--- config.mk ---
export PLATFORM = sky130hd
export DESIGN_NAME = wakeup_slot_order_map
export DESIGN_NICKNAME = d
export VERILOG_FILES = /design/src/rtl/slot_order_pkg.sv /design/src/rtl/slot_sequence_decode.sv /design/src/rtl/slot_countdown.sv /design/src/rtl/wakeup_slot_order_map.sv
export SDC_FILE = /design/constraint.sdc
export NUM_CORES = 1
export LEC_CHECK = 0
export BUFFER_PORTS_ARGS = -buffer_cell sky130_fd_sc_hd__buf_2
export CAP_MARGIN = 30
export CORE_MARGIN = 2
export CORE_UTILIZATION = 40
export CTS_CLUSTER_DIAMETER = 150
export CTS_CLUSTER_SIZE = 24
export DETAILED_ROUTE_END_ITERATION = 10
export PLACE_DENSITY = 0.57
export SLEW_MARGIN = 40
export SYNTH_ARGS = -nofsm -noshare
export SYNTH_HDL_FRONTEND = slang
export SYNTH_HIERARCHICAL = 1
export SYNTH_SLANG_ARGS = --single-unit
--- constraint.sdc ---
create_clock -name clk_i -period 5.7 [get_ports clk_i]
set_clock_uncertainty 0.15 [all_clocks]
set_input_delay 1.14 -clock clk_i [delete_from_list [all_inputs] [get_ports clk_i]]
set_output_delay 1.14 -clock clk_i [all_outputs]
set_load 0.02 [all_outputs]
--- src/rtl/slot_order_pkg.sv ---
// Purpose: shared constants for the wake-up slot order map
// Assumes: 16-bit register file on a plain strobe port
// Notes:   offsets are byte addresses, one register per word
`default_nettype none
package slot_order_pkg;
  localparam int          ADDR_W            = 12;
  localparam int          DATA_W            = 16;
  localparam int          SEL_W             = 2;
  localparam int          SLOT_W            = 3;
  localparam int          NUM_SLOTS         = 8;
  localparam int          CNT_W             = 20;
  localparam logic [11:0] TIMER_CTRL_OFFSET = 12'h800;
  localparam logic [11:0] SLOT_ORDER_OFFSET = 12'h804;
  localparam logic [11:0] SLOT_COUNT_OFFSET = 12'h808;
  localparam logic [11:0] TIMER_STAT_OFFSET = 12'h80C;
  localparam logic [15:0] SLOT_ORDER_RESET  = 16'h0000;
  localparam logic [15:0] TIMER_CTRL_RESET  = 16'h0000;
  localparam logic [19:0] SLOT_COUNT_RESET  = 20'h00010;
  localparam int          CTRL_EN_BIT       = 0;
  localparam int          CTRL_FINAL_LSB    = 1;
  localparam int          CTRL_MASK_BIT     = 6;
  localparam int          SLOT_E_LSB        = 8;
  localparam int          SLOT_F_LSB        = 10;
  localparam int          SLOT_G_LSB        = 12;
  localparam int          SLOT_H_LSB        = 14;
  localparam logic [2:0]  SLOT_A            = 3'h0;
  localparam logic [1:0]  SEQ_ZERO          = 2'h0;
  localparam logic [1:0]  SEQ_ONE           = 2'h1;
  localparam logic [1:0]  SEQ_TWO           = 2'h2;
  localparam logic [1:0]  SEQ_THREE         = 2'h3;
  localparam logic [3:0]  ONEHOT_ZERO       = 4'h1;
  localparam logic [3:0]  ONEHOT_ONE        = 4'h2;
  localparam logic [3:0]  ONEHOT_TWO        = 4'h4;
  localparam logic [3:0]  ONEHOT_THREE      = 4'h8;
  typedef enum logic [1:0] {
    ST_IDLE = 2'h1,
    ST_RUN  = 2'h2
  } timer_state_t;
endpackage
`default_nettype wire

--- src/rtl/slot_sequence_decode.sv ---
// Purpose: decode a 2-bit slot field to a one-hot stored-sequence request
// Assumes: field comes from the slot order register for slots E to H, from the slot number for A to D
// Notes:   purely combinational
`default_nettype none
module slot_sequence_decode (
  // field in
  input  wire logic [slot_order_pkg::SEL_W-1:0] select_i,
  // one-hot out
  output logic [3:0]                            onehot_o
);
  import slot_order_pkg::*;

  // fixed mapping of field code to sequence
  always_comb begin
    case (select_i)
      SEQ_ZERO: onehot_o = ONEHOT_ZERO;
      SEQ_ONE:  onehot_o = ONEHOT_ONE;
      SEQ_TWO:  onehot_o = ONEHOT_TWO;
      default:  onehot_o = ONEHOT_THREE;
    endcase
  end
endmodule
`default_nettype wire

--- src/rtl/slot_countdown.sv ---
// Purpose: reloadable countdown giving an expiry pulse per slot
// Assumes: reload value held stable by the owner
// Notes:   expires one cycle after reaching one, then reloads
`default_nettype none
module slot_countdown #(
  parameter int CNT_W = 20
) (
  // clock and reset
  input  wire logic             clk_i,
  input  wire logic             rst_i,
  // control
  input  wire logic             run_i,
  input  wire logic [CNT_W-1:0] reload_i,
  // status
  output logic                  expire_o,
  output logic [CNT_W-1:0]      count_o
);
  // count down while running, reload on expiry or when stopped
  always_ff @(posedge clk_i) begin
    if (rst_i) begin
      count_o  <= '0;
      expire_o <= 1'b0;
    end else if (!run_i) begin
      count_o  <= reload_i;
      expire_o <= 1'b0;
    end else if (count_o <= CNT_W'(1)) begin
      count_o  <= reload_i;
      expire_o <= 1'b1;
    end else begin
      count_o  <= count_o - CNT_W'(1);
      expire_o <= 1'b0;
    end
  end
endmodule
`default_nettype wire

--- src/rtl/wakeup_slot_order_map.sv ---
// Purpose: slot-to-sequence order map for the sleep and wake-up timer
// Assumes: single clock, register port with read data one cycle later
// Notes:   slots A to D map to fixed sequences 0,1,2,3 here
// Notes on behaviour
// - 16-bit slot order register, all fields zero after reset
// - field codes 0,1,2,3 select stored sequences 0,1,2,3
// - bits 15:14 pick the sequence triggered at slot H, read/write
// - bits 13:12 pick the sequence triggered at slot G, read/write
// - bits 11:10 pick the sequence triggered at slot F, read/write
// - bits 9:8 pick the sequence triggered at slot E, same decoding
// - after the final slot triggers, the cycle restarts at slot A
`default_nettype none
module wakeup_slot_order_map #(
  parameter int CNT_W = slot_order_pkg::CNT_W
) (
  // clock and reset
  input  wire logic                                 clk_i,
  input  wire logic                                 rst_i,
  // register port
  input  wire logic [slot_order_pkg::ADDR_W-1:0]    addr_i,
  input  wire logic [slot_order_pkg::DATA_W-1:0]    wdata_i,
  input  wire logic                                 wr_i,
  input  wire logic                                 rd_i,
  output logic      [slot_order_pkg::DATA_W-1:0]    rdata_o,
  // sequencer triggers
  output logic      [3:0]                           seq_trigger_o,
  output logic      [slot_order_pkg::SLOT_W-1:0]    slot_o
);
  import slot_order_pkg::*;

  logic [DATA_W-1:0] sequence_slot_order;
  logic [DATA_W-1:0] timer_ctrl;
  logic [CNT_W-1:0]  slot_count;
  logic [SLOT_W-1:0] slot;
  timer_state_t      state;
  logic              expire;
  logic [CNT_W-1:0]  count;
  logic [SEL_W-1:0]  cur_select;
  logic [3:0]        cur_onehot;
  logic              timer_en;
  logic              trig_mask;
  logic [SLOT_W-1:0] final_slot_select;

  assign timer_en          = timer_ctrl[CTRL_EN_BIT];
  assign trig_mask         = timer_ctrl[CTRL_MASK_BIT];
  assign final_slot_select = timer_ctrl[CTRL_FINAL_LSB +: SLOT_W];

  // field of one slot, from the order register for E to H, the slot number for A to D
  function automatic logic [SEL_W-1:0] slot_field(input logic [SLOT_W-1:0] s,
                                                  input logic [DATA_W-1:0] r);
    case (s)
      3'h4:    slot_field = r[SLOT_E_LSB +: SEL_W];
      3'h5:    slot_field = r[SLOT_F_LSB +: SEL_W];
      3'h6:    slot_field = r[SLOT_G_LSB +: SEL_W];
      3'h7:    slot_field = r[SLOT_H_LSB +: SEL_W];
      default: slot_field = s[SEL_W-1:0];
    endcase
  endfunction

  // order register writes
  always_ff @(posedge clk_i) begin
    if (rst_i) begin
      sequence_slot_order <= SLOT_ORDER_RESET;
    end else if (wr_i && addr_i == SLOT_ORDER_OFFSET) begin
      sequence_slot_order <= wdata_i;
    end
  end

  // control register writes
  always_ff @(posedge clk_i) begin
    if (rst_i) begin
      timer_ctrl <= TIMER_CTRL_RESET;
    end else if (wr_i && addr_i == TIMER_CTRL_OFFSET) begin
      timer_ctrl <= wdata_i;
    end
  end

  // slot period writes
  always_ff @(posedge clk_i) begin
    if (rst_i) begin
      slot_count <= SLOT_COUNT_RESET;
    end else if (wr_i && addr_i == SLOT_COUNT_OFFSET) begin
      slot_count <= {{(CNT_W-DATA_W){1'b0}}, wdata_i};
    end
  end

  // read mux, unmapped reads zero
  always_ff @(posedge clk_i) begin
    if (rst_i) begin
      rdata_o <= '0;
    end else if (rd_i) begin
      if (addr_i == SLOT_ORDER_OFFSET) begin
        rdata_o <= sequence_slot_order;
      end else if (addr_i == TIMER_CTRL_OFFSET) begin
        rdata_o <= timer_ctrl;
      end else if (addr_i == SLOT_COUNT_OFFSET) begin
        rdata_o <= slot_count[DATA_W-1:0];
      end else if (addr_i == TIMER_STAT_OFFSET) begin
        rdata_o <= {{(DATA_W-SLOT_W-1){1'b0}}, state == ST_RUN, slot};
      end else begin
        rdata_o <= '0;
      end
    end else begin
      rdata_o <= '0;
    end
  end

  // per-slot countdown
  slot_countdown #(
    .CNT_W (CNT_W)
  ) u_countdown (
    .clk_i    (clk_i),
    .rst_i    (rst_i),
    .run_i    (state == ST_RUN),
    .reload_i (slot_count),
    .expire_o (expire),
    .count_o  (count)
  );

  // field sampled at the moment of expiry
  assign cur_select = slot_field(slot, sequence_slot_order);

  slot_sequence_decode u_decode (
    .select_i (cur_select),
    .onehot_o (cur_onehot)
  );

  // timer state
  always_ff @(posedge clk_i) begin
    if (rst_i) begin
      state <= ST_IDLE;
    end else begin
      case (state)
        ST_IDLE: if (timer_en) state <= ST_RUN;
        ST_RUN:  if (!timer_en) state <= ST_IDLE;
        default: state <= ST_IDLE;
      endcase
    end
  end

  // slot stepping, wraps after the final slot
  always_ff @(posedge clk_i) begin
    if (rst_i || state != ST_RUN) begin
      slot <= SLOT_A;
    end else if (expire) begin
      if (slot == final_slot_select) begin
        slot <= SLOT_A;
      end else begin
        slot <= slot + SLOT_W'(1);
      end
    end
  end

  // trigger pulse registered from sampled field
  always_ff @(posedge clk_i) begin
    if (rst_i) begin
      seq_trigger_o <= '0;
      slot_o        <= SLOT_A;
    end else if (expire && state == ST_RUN && !trig_mask) begin
      seq_trigger_o <= cur_onehot;
      slot_o        <= slot;
    end else begin
      seq_trigger_o <= '0;
    end
  end
endmodule
`default_nettype wire

==> results of run 1 <==
cell type report:
| cell class | count | area (um2) | area share (%) |
|---|---|---|---|
| multi-input cells | 316 | 2480 | 46.8 |
| flip-flops and latches | 97 | 1940 | 36.7 |
| repair buffers | 59 | 308 | 5.81 |
| clock buffers | 10 | 239 | 4.51 |
| well taps | 143 | 179 | 3.38 |
| inverters | 23 | 86.3 | 1.63 |
| clock inverters | 6 | 65.1 | 1.23 |
cells in the mapped netlist, types with 7 or more instances:
| cell | count |
|---|---|
| clkbuf_1 | 17 |
| a211oi_2 | 20 |
| xor2_1 | 10 |
| dfxtp_1 | 97 |
| nor2b_1 | 7 |
| a2bb2oi_1 | 12 |
| xnor2_1 | 11 |
| inv_1 | 23 |
| nor2_1 | 44 |
| ha_1 | 7 |
| nand2b_1 | 65 |
| a211oi_1 | 13 |
| mux2i_1 | 53 |
registers in the layout, indices dropped and copies added (netlist names):
register / flops
u_countdown/count_o: 20
seq_trigger_o: 4
u_countdown/expire_o: 1
timer_ctrl: 16
sequence_slot_order: 16
slot: 3
slot_count: 16
slot_o: 3
state: 2
rdata_o: 16
final timing paths:
kind | to | startpoint | cells past startpoint | slack [ns]
worst max register to register | u_countdown/count_o[12] | u_countdown/count_o[16] | 6 | 3.36
worst min register to register | rdata_o[4] | sequence_slot_order[4] | 2 | 0.31
worst max-delay path | sequence_slot_order[7] | addr_i[2] | 4 | 2.79
worst min-delay path | rdata_o[4] | sequence_slot_order[4] | 2 | 0.31
tightest hold or removal path: cells and delay by family (launching register included):
family,cells,cell delay [ns]
flops,1,0.31
buf+inv,1,0.05
compound gates,1,0.05
logic make-up (layout without fill, tap and decap cells):
kind of cell | count (synthesis) | after routing | synth area share [%]
AND/OR/NAND/NOR | 167 | 167 | 22.3
XOR/XNOR | 21 | 21 | 3.97
buffers and inverters | 49 | 98 | 4.87
flip-flops | 97 | 97 | 42.0
adder cells (fa/ha/maj) | 7 | 7 | 1.89
other | 1 | 4 | 0.0810
multiplexers | 57 | 57 | 12.4
AO/OA/AOI/OAI | 60 | 60 | 12.5
where the power goes:
group	internal [mW]	leakage [nW]	total, mW	switching [mW]
clock	0.354	0.149	0.627	0.273
sequential	0.679	0.782	0.681	0.00190
combinational	0.0347	1.18	0.0766	0.0419
total	1.07	2.11	1.38	0.317
per-stage QoR:
stage | hold WS, ns | instance area (um2) | std cells
2_1_floorplan | 0.279 | 4640 | 462
3_3_place_gp | 0.292 | 4990 | 638
3_5_place_dp | 0.299 | 4990 | 638
4_1_cts | 0.309 | 5290 | 654
5_1_grt | 0.334 | 5300 | 654
6_report | 0.309 | 5300 | 654
per-layer routing:
layer  wire [um]  track usage (%)  share of wire (%)
met5           0                0                  0
met4         188             7.33                1.8
met3         337             2.83                3.2
met2        4880             28.4                 47
met1        5080             23.8                 48
==> impl_metrics.ini, run 1 <==
[power_and_ir_drop]
powerDensity_nw_per_um2 = 261
vdd_drop_max_mv = 0.142
p_leak_nw = 2.11
p_total_mw = 1.38

[timing]
period_minus_slack_ns = 2.91
rsz0062_at_grt = false
final_max_slew_viol_count = 0
fmax_mhz = 343
finalHoldViolCount = 0
relSlewSlack_pct = 41.8
worst_pin_slew_ns = 0.870
setup-tns-final_ns = 0
period_share_pct = 51.1
setup_viol = 0
setup_ws_ns = 2.79

[yosys]
synthArstFlopShare_pct = 0
ys_seq_elements = 97
yosysWarnings = 6
synth_flop_cell = dfxtp_1
synth_area_um2 = 4630
syn_inst = 459
synth_area_leaders = dfxtp_1, mux2i_1, nand2b_1
synthDistinctLibCells = 51
synth.yosys.seq_area_share_pct = 42.0
synth_top_cell_by_area = dfxtp_1
synth.top_cell.area_share_pct = 42.0
synth_edf_count = 0
avgSynthCellArea_um2 = 10.1

[global_route]
grt_use_total_pct = 17.7
grt_pass1_wl_um = 17300
grt-ovfl-total = 0
grt_max_degree = 54
antenna_found_initial = 0
grt_pass1_vias = 3318

[place]
dp_slack_ns = 2.43
portBuffers = 54
gp_congestion = 0.767
hpwl_um = 7130

[route]
wl_per_cell_um = 16.0
antenna_left = 0
post_drt_via_cell_ratio = 5.17
drt_iter0_drc = 150
drc = 0
routed-via-count = 3383
first_pass_iters = 4
wl_um = 10500

[clock_tree]
clk_pin_slew_ns = 0.07
ctsLongestPathBuffers = 2
ctsHoldBuffers = 0
postCtsResizedCells = 0
numCtsBuffers = 9
tritoncts = done
htree_levels = 3
cts.sinks = 97
cts_setup_buffers = 0
worstSkewPairLatency_ns = 0.35
root_buffer = clkbuf_16

[die]
dieArea_um2 = 12400
coreArea_um2 = 11400
die_h_um = 112
die_x_um = 112
num_rows = 39
start_util_pct = 40.7
ioPinCount = 55

[layout]
fillers = 1132
layout-drive-gt1-share_pct = 22.3
n_antenna_cell = 0
mostFrequentLayoutCells = dfxtp_1, nand2b_1, buf_2
layout_commonest_cell = dfxtp_1
area_growth_pct = 14.5
nets = 545
fin_util_pct = 46.6

[worst_hold_path]
hold_class = reg -> reg

[critical_path]
startpoint_type = input pin
cp.arrival_ns = 3.02
cp_data_required_time_ns = 5.81
max_stage_delay_ns = 0.74
path_buf_inv = 1
crit_type = in -> reg
slowest_stage = nand4_1
cp_cell_sequence = buf_2, nor4b_1, nand4_1, mux2i_1
critPathCaptureType = flop
crit_family = simple AND/OR/NAND/NOR gates
crit_fanout = 23

[flow_run]
maxCapViolCount = 0

[status]
status = complete, no violations
Power figures use the tool's default switching activity.
==> run 2: changes to the inputs <==
==> constraint.sdc (replaced) <==
create_clock -name clk_i -period 2.8 [get_ports clk_i]
set_clock_uncertainty 0.15 [all_clocks]
set_input_delay 0.56 -clock clk_i [delete_from_list [all_inputs] [get_ports clk_i]]
set_output_delay 0.56 -clock clk_i [all_outputs]
set_load 0.02 [all_outputs]
==> run 2 against run 1 <==
Hold slack better by 0.0010 ns. Sequential power up 100%. Via count grew 1.9%. Design area grew 1.7%. Global-route usage rose by 0.059 points. Count of clock-buffer cells in the layout decreased by 1. Sequential cell count unchanged. First-iteration DRC count up 31%. Combinational power up 110%. Critical path depth rose by 2.
==> impl_metrics.ini, run 2 (same netlist as run 1, synthesis figures left out) <==
[timing]
period_minus_slack_ns = 2.36
setup_viol = 0
setup-tns-final_ns = 0
final_max_slew_viol_count = 0
finalHoldViolCount = 0
fmax_mhz = 424
worst_pin_slew_ns = 0.607
rsz0062_at_grt = false
relSlewSlack_pct = 59.0
period_share_pct = 84.2

[route]
routed-via-count = 3446
drt_iter0_drc = 196
first_pass_iters = 4
post_drt_via_cell_ratio = 5.21
drc = 0
wl_um = 10600
wl_per_cell_um = 16.0
antenna_left = 0

[die]
coreArea_um2 = 11400
dieArea_um2 = 12400
die_h_um = 112
ioPinCount = 55
die_x_um = 112
start_util_pct = 40.7
num_rows = 39

[power_and_ir_drop]
vdd_drop_max_mv = 0.284
powerDensity_nw_per_um2 = 517
p_leak_nw = 2.15

[layout]
mostFrequentLayoutCells = dfxtp_1, nand2b_1, buf_2
n_antenna_cell = 0
area_growth_pct = 16.4
layout-drive-gt1-share_pct = 23.3
layout_commonest_cell = dfxtp_1
regMostFlops = u_countdown/count_o
stdcell_area_um2 = 5390
fin_util_pct = 47.4
largest_register_ffs = 20
nets = 553

[clock_tree]
tritoncts = done
cts.sinks = 97
ctsLongestPathBuffers = 2
root_buffer = clkbuf_16
postCtsResizedCells = 0
htree_levels = 3
numCtsBuffers = 9
cts_setup_buffers = 0
clk_pin_slew_ns = 0.07
worstSkewPairLatency_ns = 0.35
ctsHoldBuffers = 0

[global_route]
grt_use_total_pct = 17.8
grt_pass1_vias = 3502
antenna_found_initial = 0
grt_max_degree = 90
grt_pass1_wl_um = 17700
grt-ovfl-total = 0

[flow_run]
maxCapViolCount = 0

[place]
hpwl_um = 7230
gp_congestion = 0.757
placed_area_um2 = 5080
portBuffers = 54

[critical_path]
cp.arrival_ns = 2.43
cp_cell_sequence = or4_4, or3_1, o21a_1, buf_12, nor2_1, a211oi_2
crit_type = reg -> reg
max_stage_delay_ns = 0.56
critPathCaptureType = flop
slowest_stage = or4_4
crit_fanout = 29
startpoint_type = flop
worstRegToRegCells = 6
cp_data_required_time_ns = 2.87

[status]
status = complete, no violations

[worst_hold_path]
hold_path_depth = 2
hold_class = reg -> reg
run 2: critical path: cells and delay by family, from the launching register on:
kind / cells / cell delay, ns
AOI/OAI and AO/OA: 2 / 0.41
buffers and inverters: 1 / 0.25
DFF: 1 / 0.33
and+or+nand+nor: 3 / 1.10
run 2: path summary, 6_finish.rpt:
check / startpoint / to / slack [ns]
worst max-delay path: u_countdown/count_o[16] / u_countdown/count_o[14] / 0.44
worst min-delay path: sequence_slot_order[5] / rdata_o[5] / 0.31
worst min register to register: sequence_slot_order[5] / rdata_o[5] / 0.31
worst max register to register: u_countdown/count_o[16] / u_countdown/count_o[14] / 0.44
run 2: power by group:
group          leakage [nW]  switching (mW)  internal (mW)
combinational          1.23          0.0848         0.0750
clock                 0.146           0.545          0.692
sequential            0.782         0.00401           1.38
run 2: final cells by class:
class,instances,area (um2)
sequential,97,1940
inverter,23,86.3
clock buffer,9,225
clock inverter,7,70.1
tap,143,179
fill,1087,5980
timing repair buffer,67,405
multi-input combinational,316,2480
run 2: per-stage QoR:
step / instances / power [mW] / setup slack (ns) / hold slack, ns
floorplan: 462 / 1.53 / 0.462 / 0.279
global placement: 646 / 1.58 / 0.237 / 0.292
detailed placement: 646 / 1.58 / 0.218 / 0.301
CTS: 662 / 2.82 / 0.452 / 0.310
global route: 662 / 2.88 / 0.348 / 0.327
finish: 662 / 2.78 / 0.443 / 0.310
run 2: per-layer routing:
metal | GRT usage, % | part of all wire, % | up-vias
met1 | 21.9 | 45 | 1650
met2 | 30.9 | 49 | 67
li1 | - | - | 1716
met5 | 0 | 0 | -
met3 | 3.70 | 4.1 | 13
met4 | 6.17 | 1.7 | 0
==> run 3: changes to the inputs <==
--- a/config.mk
+++ b/config.mk
@@ -5,6 +5,7 @@
 export SDC_FILE = /design/constraint.sdc
 export NUM_CORES = 1
 export LEC_CHECK = 0
+export ABC_AREA = 1
 export BUFFER_PORTS_ARGS = -buffer_cell sky130_fd_sc_hd__buf_2
 export CAP_MARGIN = 30
 export CORE_MARGIN = 2
==> constraint.sdc (replaced) <==
create_clock -name clk_i -period 2.2 [get_ports clk_i]
set_clock_uncertainty 0.15 [all_clocks]
set_input_delay 0.44 -clock clk_i [delete_from_list [all_inputs] [get_ports clk_i]]
set_output_delay 0.44 -clock clk_i [all_outputs]
set_load 0.02 [all_outputs]
==> run 3 against run 2 <==
Synthesized cell count is 76% higher. Design area is 12% higher. Sequential power increased by 27%. Clock power up 30%. Global-route usage is 1.3 points higher. First-iteration DRC count grew 28%. Critical path type unchanged. Largest cell class unchanged. Largest power group unchanged.
==> impl_metrics.ini, run 3 <==
[status]
status = complete, no violations

[timing]
setup_viol = 0
finalHoldViolCount = 0
rsz0062_at_grt = false
period_minus_slack_ns = 1.94
period_share_pct = 88.2
final_max_slew_viol_count = 0
setup-tns-final_ns = 0
setup_ws_ns = 0.259
fmax_mhz = 515

[clock_tree]
tritoncts = done
cts_setup_buffers = 0
worstSkewPairLatency_ns = 0.35
cts.sinks = 97
root_buffer = clkbuf_16
postCtsResizedCells = 0
clk_pin_slew_ns = 0.07
htree_levels = 3
ctsLongestPathBuffers = 2
numCtsBuffers = 9
ctsHoldBuffers = 0

[route]
antenna_left = 0
first_pass_iters = 5
drc = 0
drt_iter0_drc = 250
routed-via-count = 4806
wl_per_cell_um = 12.2
wl_um = 12800
post_drt_via_cell_ratio = 4.61

[place]
portBuffers = 54
placed_area_um2 = 5710
gp_congestion = 0.789
dp_cells = 1027
dp_slack_ns = 0.142
hpwl_um = 9160

[critical_path]
cp_data_required_time_ns = 2.30
startpoint_type = flop
cp-startpoint = u_countdown/count_o[0]
cp.arrival_ns = 2.04
crit_type = reg -> reg
crit_fanout = 37
critPathCaptureType = flop
rr_startpoint = u_countdown/count_o[0]

[yosys]
synth_area_leaders = dfxtp_1, nand2_1, inv_1
synthDistinctLibCells = 38
synth.yosys.seq_area_share_pct = 37.3
synthTopCellsByCount = nand2_1, inv_1, nor2_1
synth_area_um2 = 5210
yosysMostFrequentCell = nand2_1
ys_seq_elements = 97
avgSynthCellArea_um2 = 6.45
synth_flop_cell = dfxtp_1
synth_top_cell_by_area = dfxtp_1
syn_inst = 808
yosysWarnings = 6
synthArstFlopShare_pct = 0
synth_edf_count = 0
synth.top_cell.area_share_pct = 37.3

[layout]
n_antenna_cell = 0
mostFrequentLayoutCells = nand2_1, inv_1, nor2_1
layout-drive-gt1-share_pct = 14.8
area_growth_pct = 15.2
instances_no_fill = 1043
largest_register_ffs = 20
fillers = 1351
regMostFlops = u_countdown/count_o
stdcell_area_um2 = 6000
layout_commonest_cell = nand2_1
nets = 905

[die]
ioPinCount = 55
num_rows = 41
dieArea_um2 = 14000
coreArea_um2 = 12700
start_util_pct = 41.1
die_x_um = 118
die_h_um = 118

[flow_run]
maxCapViolCount = 0

[global_route]
grt_pass1_vias = 4524
grt_use_total_pct = 19.1
grt-ovfl-total = 0
antenna_found_initial = 0
grt_pass1_wl_um = 21500
grt_max_degree = 50

[power_and_ir_drop]
powerDensity_nw_per_um2 = 595
vdd_drop_max_mv = 0.320
p_total_mw = 3.57
p_leak_nw = 3.25

[worst_hold_path]
hold_start = wdata_i[14]
hold_class = in -> reg
==> run 3: cell count changes in the layout (fill, tap and decap cells not counted), moves of 24 or more <==
| cell | before | now |
|---|---|---|
| nor2_1 | 44 | 141 |
| nand2b_1 | 65 | 0 |
| mux2i_1 | 53 | 0 |
| o21ai_0 | 0 | 29 |
| inv_1 | 23 | 148 |
| nor2_2 | 0 | 24 |
| nand3_1 | 3 | 59 |
| nand2_1 | 2 | 194 |
==> run 3: cell families (layout without fill, tap and decap cells) <==
kind of cell | Yosys count | count (layout) | share of synthesized area [%]
adders and majority gates | 7 | 7 | 1.68
and+or+nand+nor | 452 | 452 | 38.8
other | 1 | 4 | 0.0719
xor gates and xnor gates | 12 | 12 | 2.02
buffers and inverters | 180 | 240 | 14.2
AOI/OAI and AO/OA | 59 | 59 | 6.05
DFF | 97 | 97 | 37.3
==> run 3: area by class of cell <==
type                    instances  area (um2)  share of cell area (%)
multi-input cells             534        2540                    42.4
flip-flops and latches         97        1940                    32.4
inverters                     151         567                    9.44
repair buffers                 73         438                    7.29
clock buffers                  11         233                    3.88
well taps                     172         215                    3.58
clock inverters                 5        63.8                    1.06
==> run 3: critical path, cell delays in order (launching register included) <==
cell	delay [ns]
dfxtp_1	0.34
clkinv_1	0.07
ha_1	0.34
nand2_4	0.12
nor2_8	0.18
nand3b_4	0.13
nand3_4	0.08
buf_12	0.20
nand2_1	0.08
nand2_1	0.08
nor2_2	0.04
==> run 3: worst paths after layout <==
check	end	slack, ns	cells past startpoint
worst max register to register	u_countdown/count_o[9]	0.26	10
worst min register to register	state[0]	0.33	1
worst max-delay path	u_countdown/count_o[9]	0.26	10
worst min-delay path	timer_ctrl[14]	0.21	3
==> run 3: stage by stage <==
| step | util, % | hold WS (ns) |
|---|---|---|
| floorplan | - | 0.266 |
| global placement | 45.0 | 0.308 |
| detailed placement | 45.0 | 0.311 |
| CTS | 47.4 | 0.200 |
| global route | 47.4 | 0.204 |
| finish | 47.4 | 0.212 |
==> run 3: where the power goes <==
part	switching [mW]	total, mW	internal, mW	leakage (nW)
sequential	0.00482	1.76	1.76	0.783
clock	0.712	1.61	0.893	0.141
combinational	0.129	0.201	0.0728	2.32
total	0.846	3.57	2.73	3.25
==> run 3: per-layer routing <==
layer / global-route usage [%] / part of all wire [%]
met5: 0 / 0
met4: 5.65 / 1.2
met3: 3.91 / 4.5
met2: 30.7 / 46
met1: 25.9 / 48
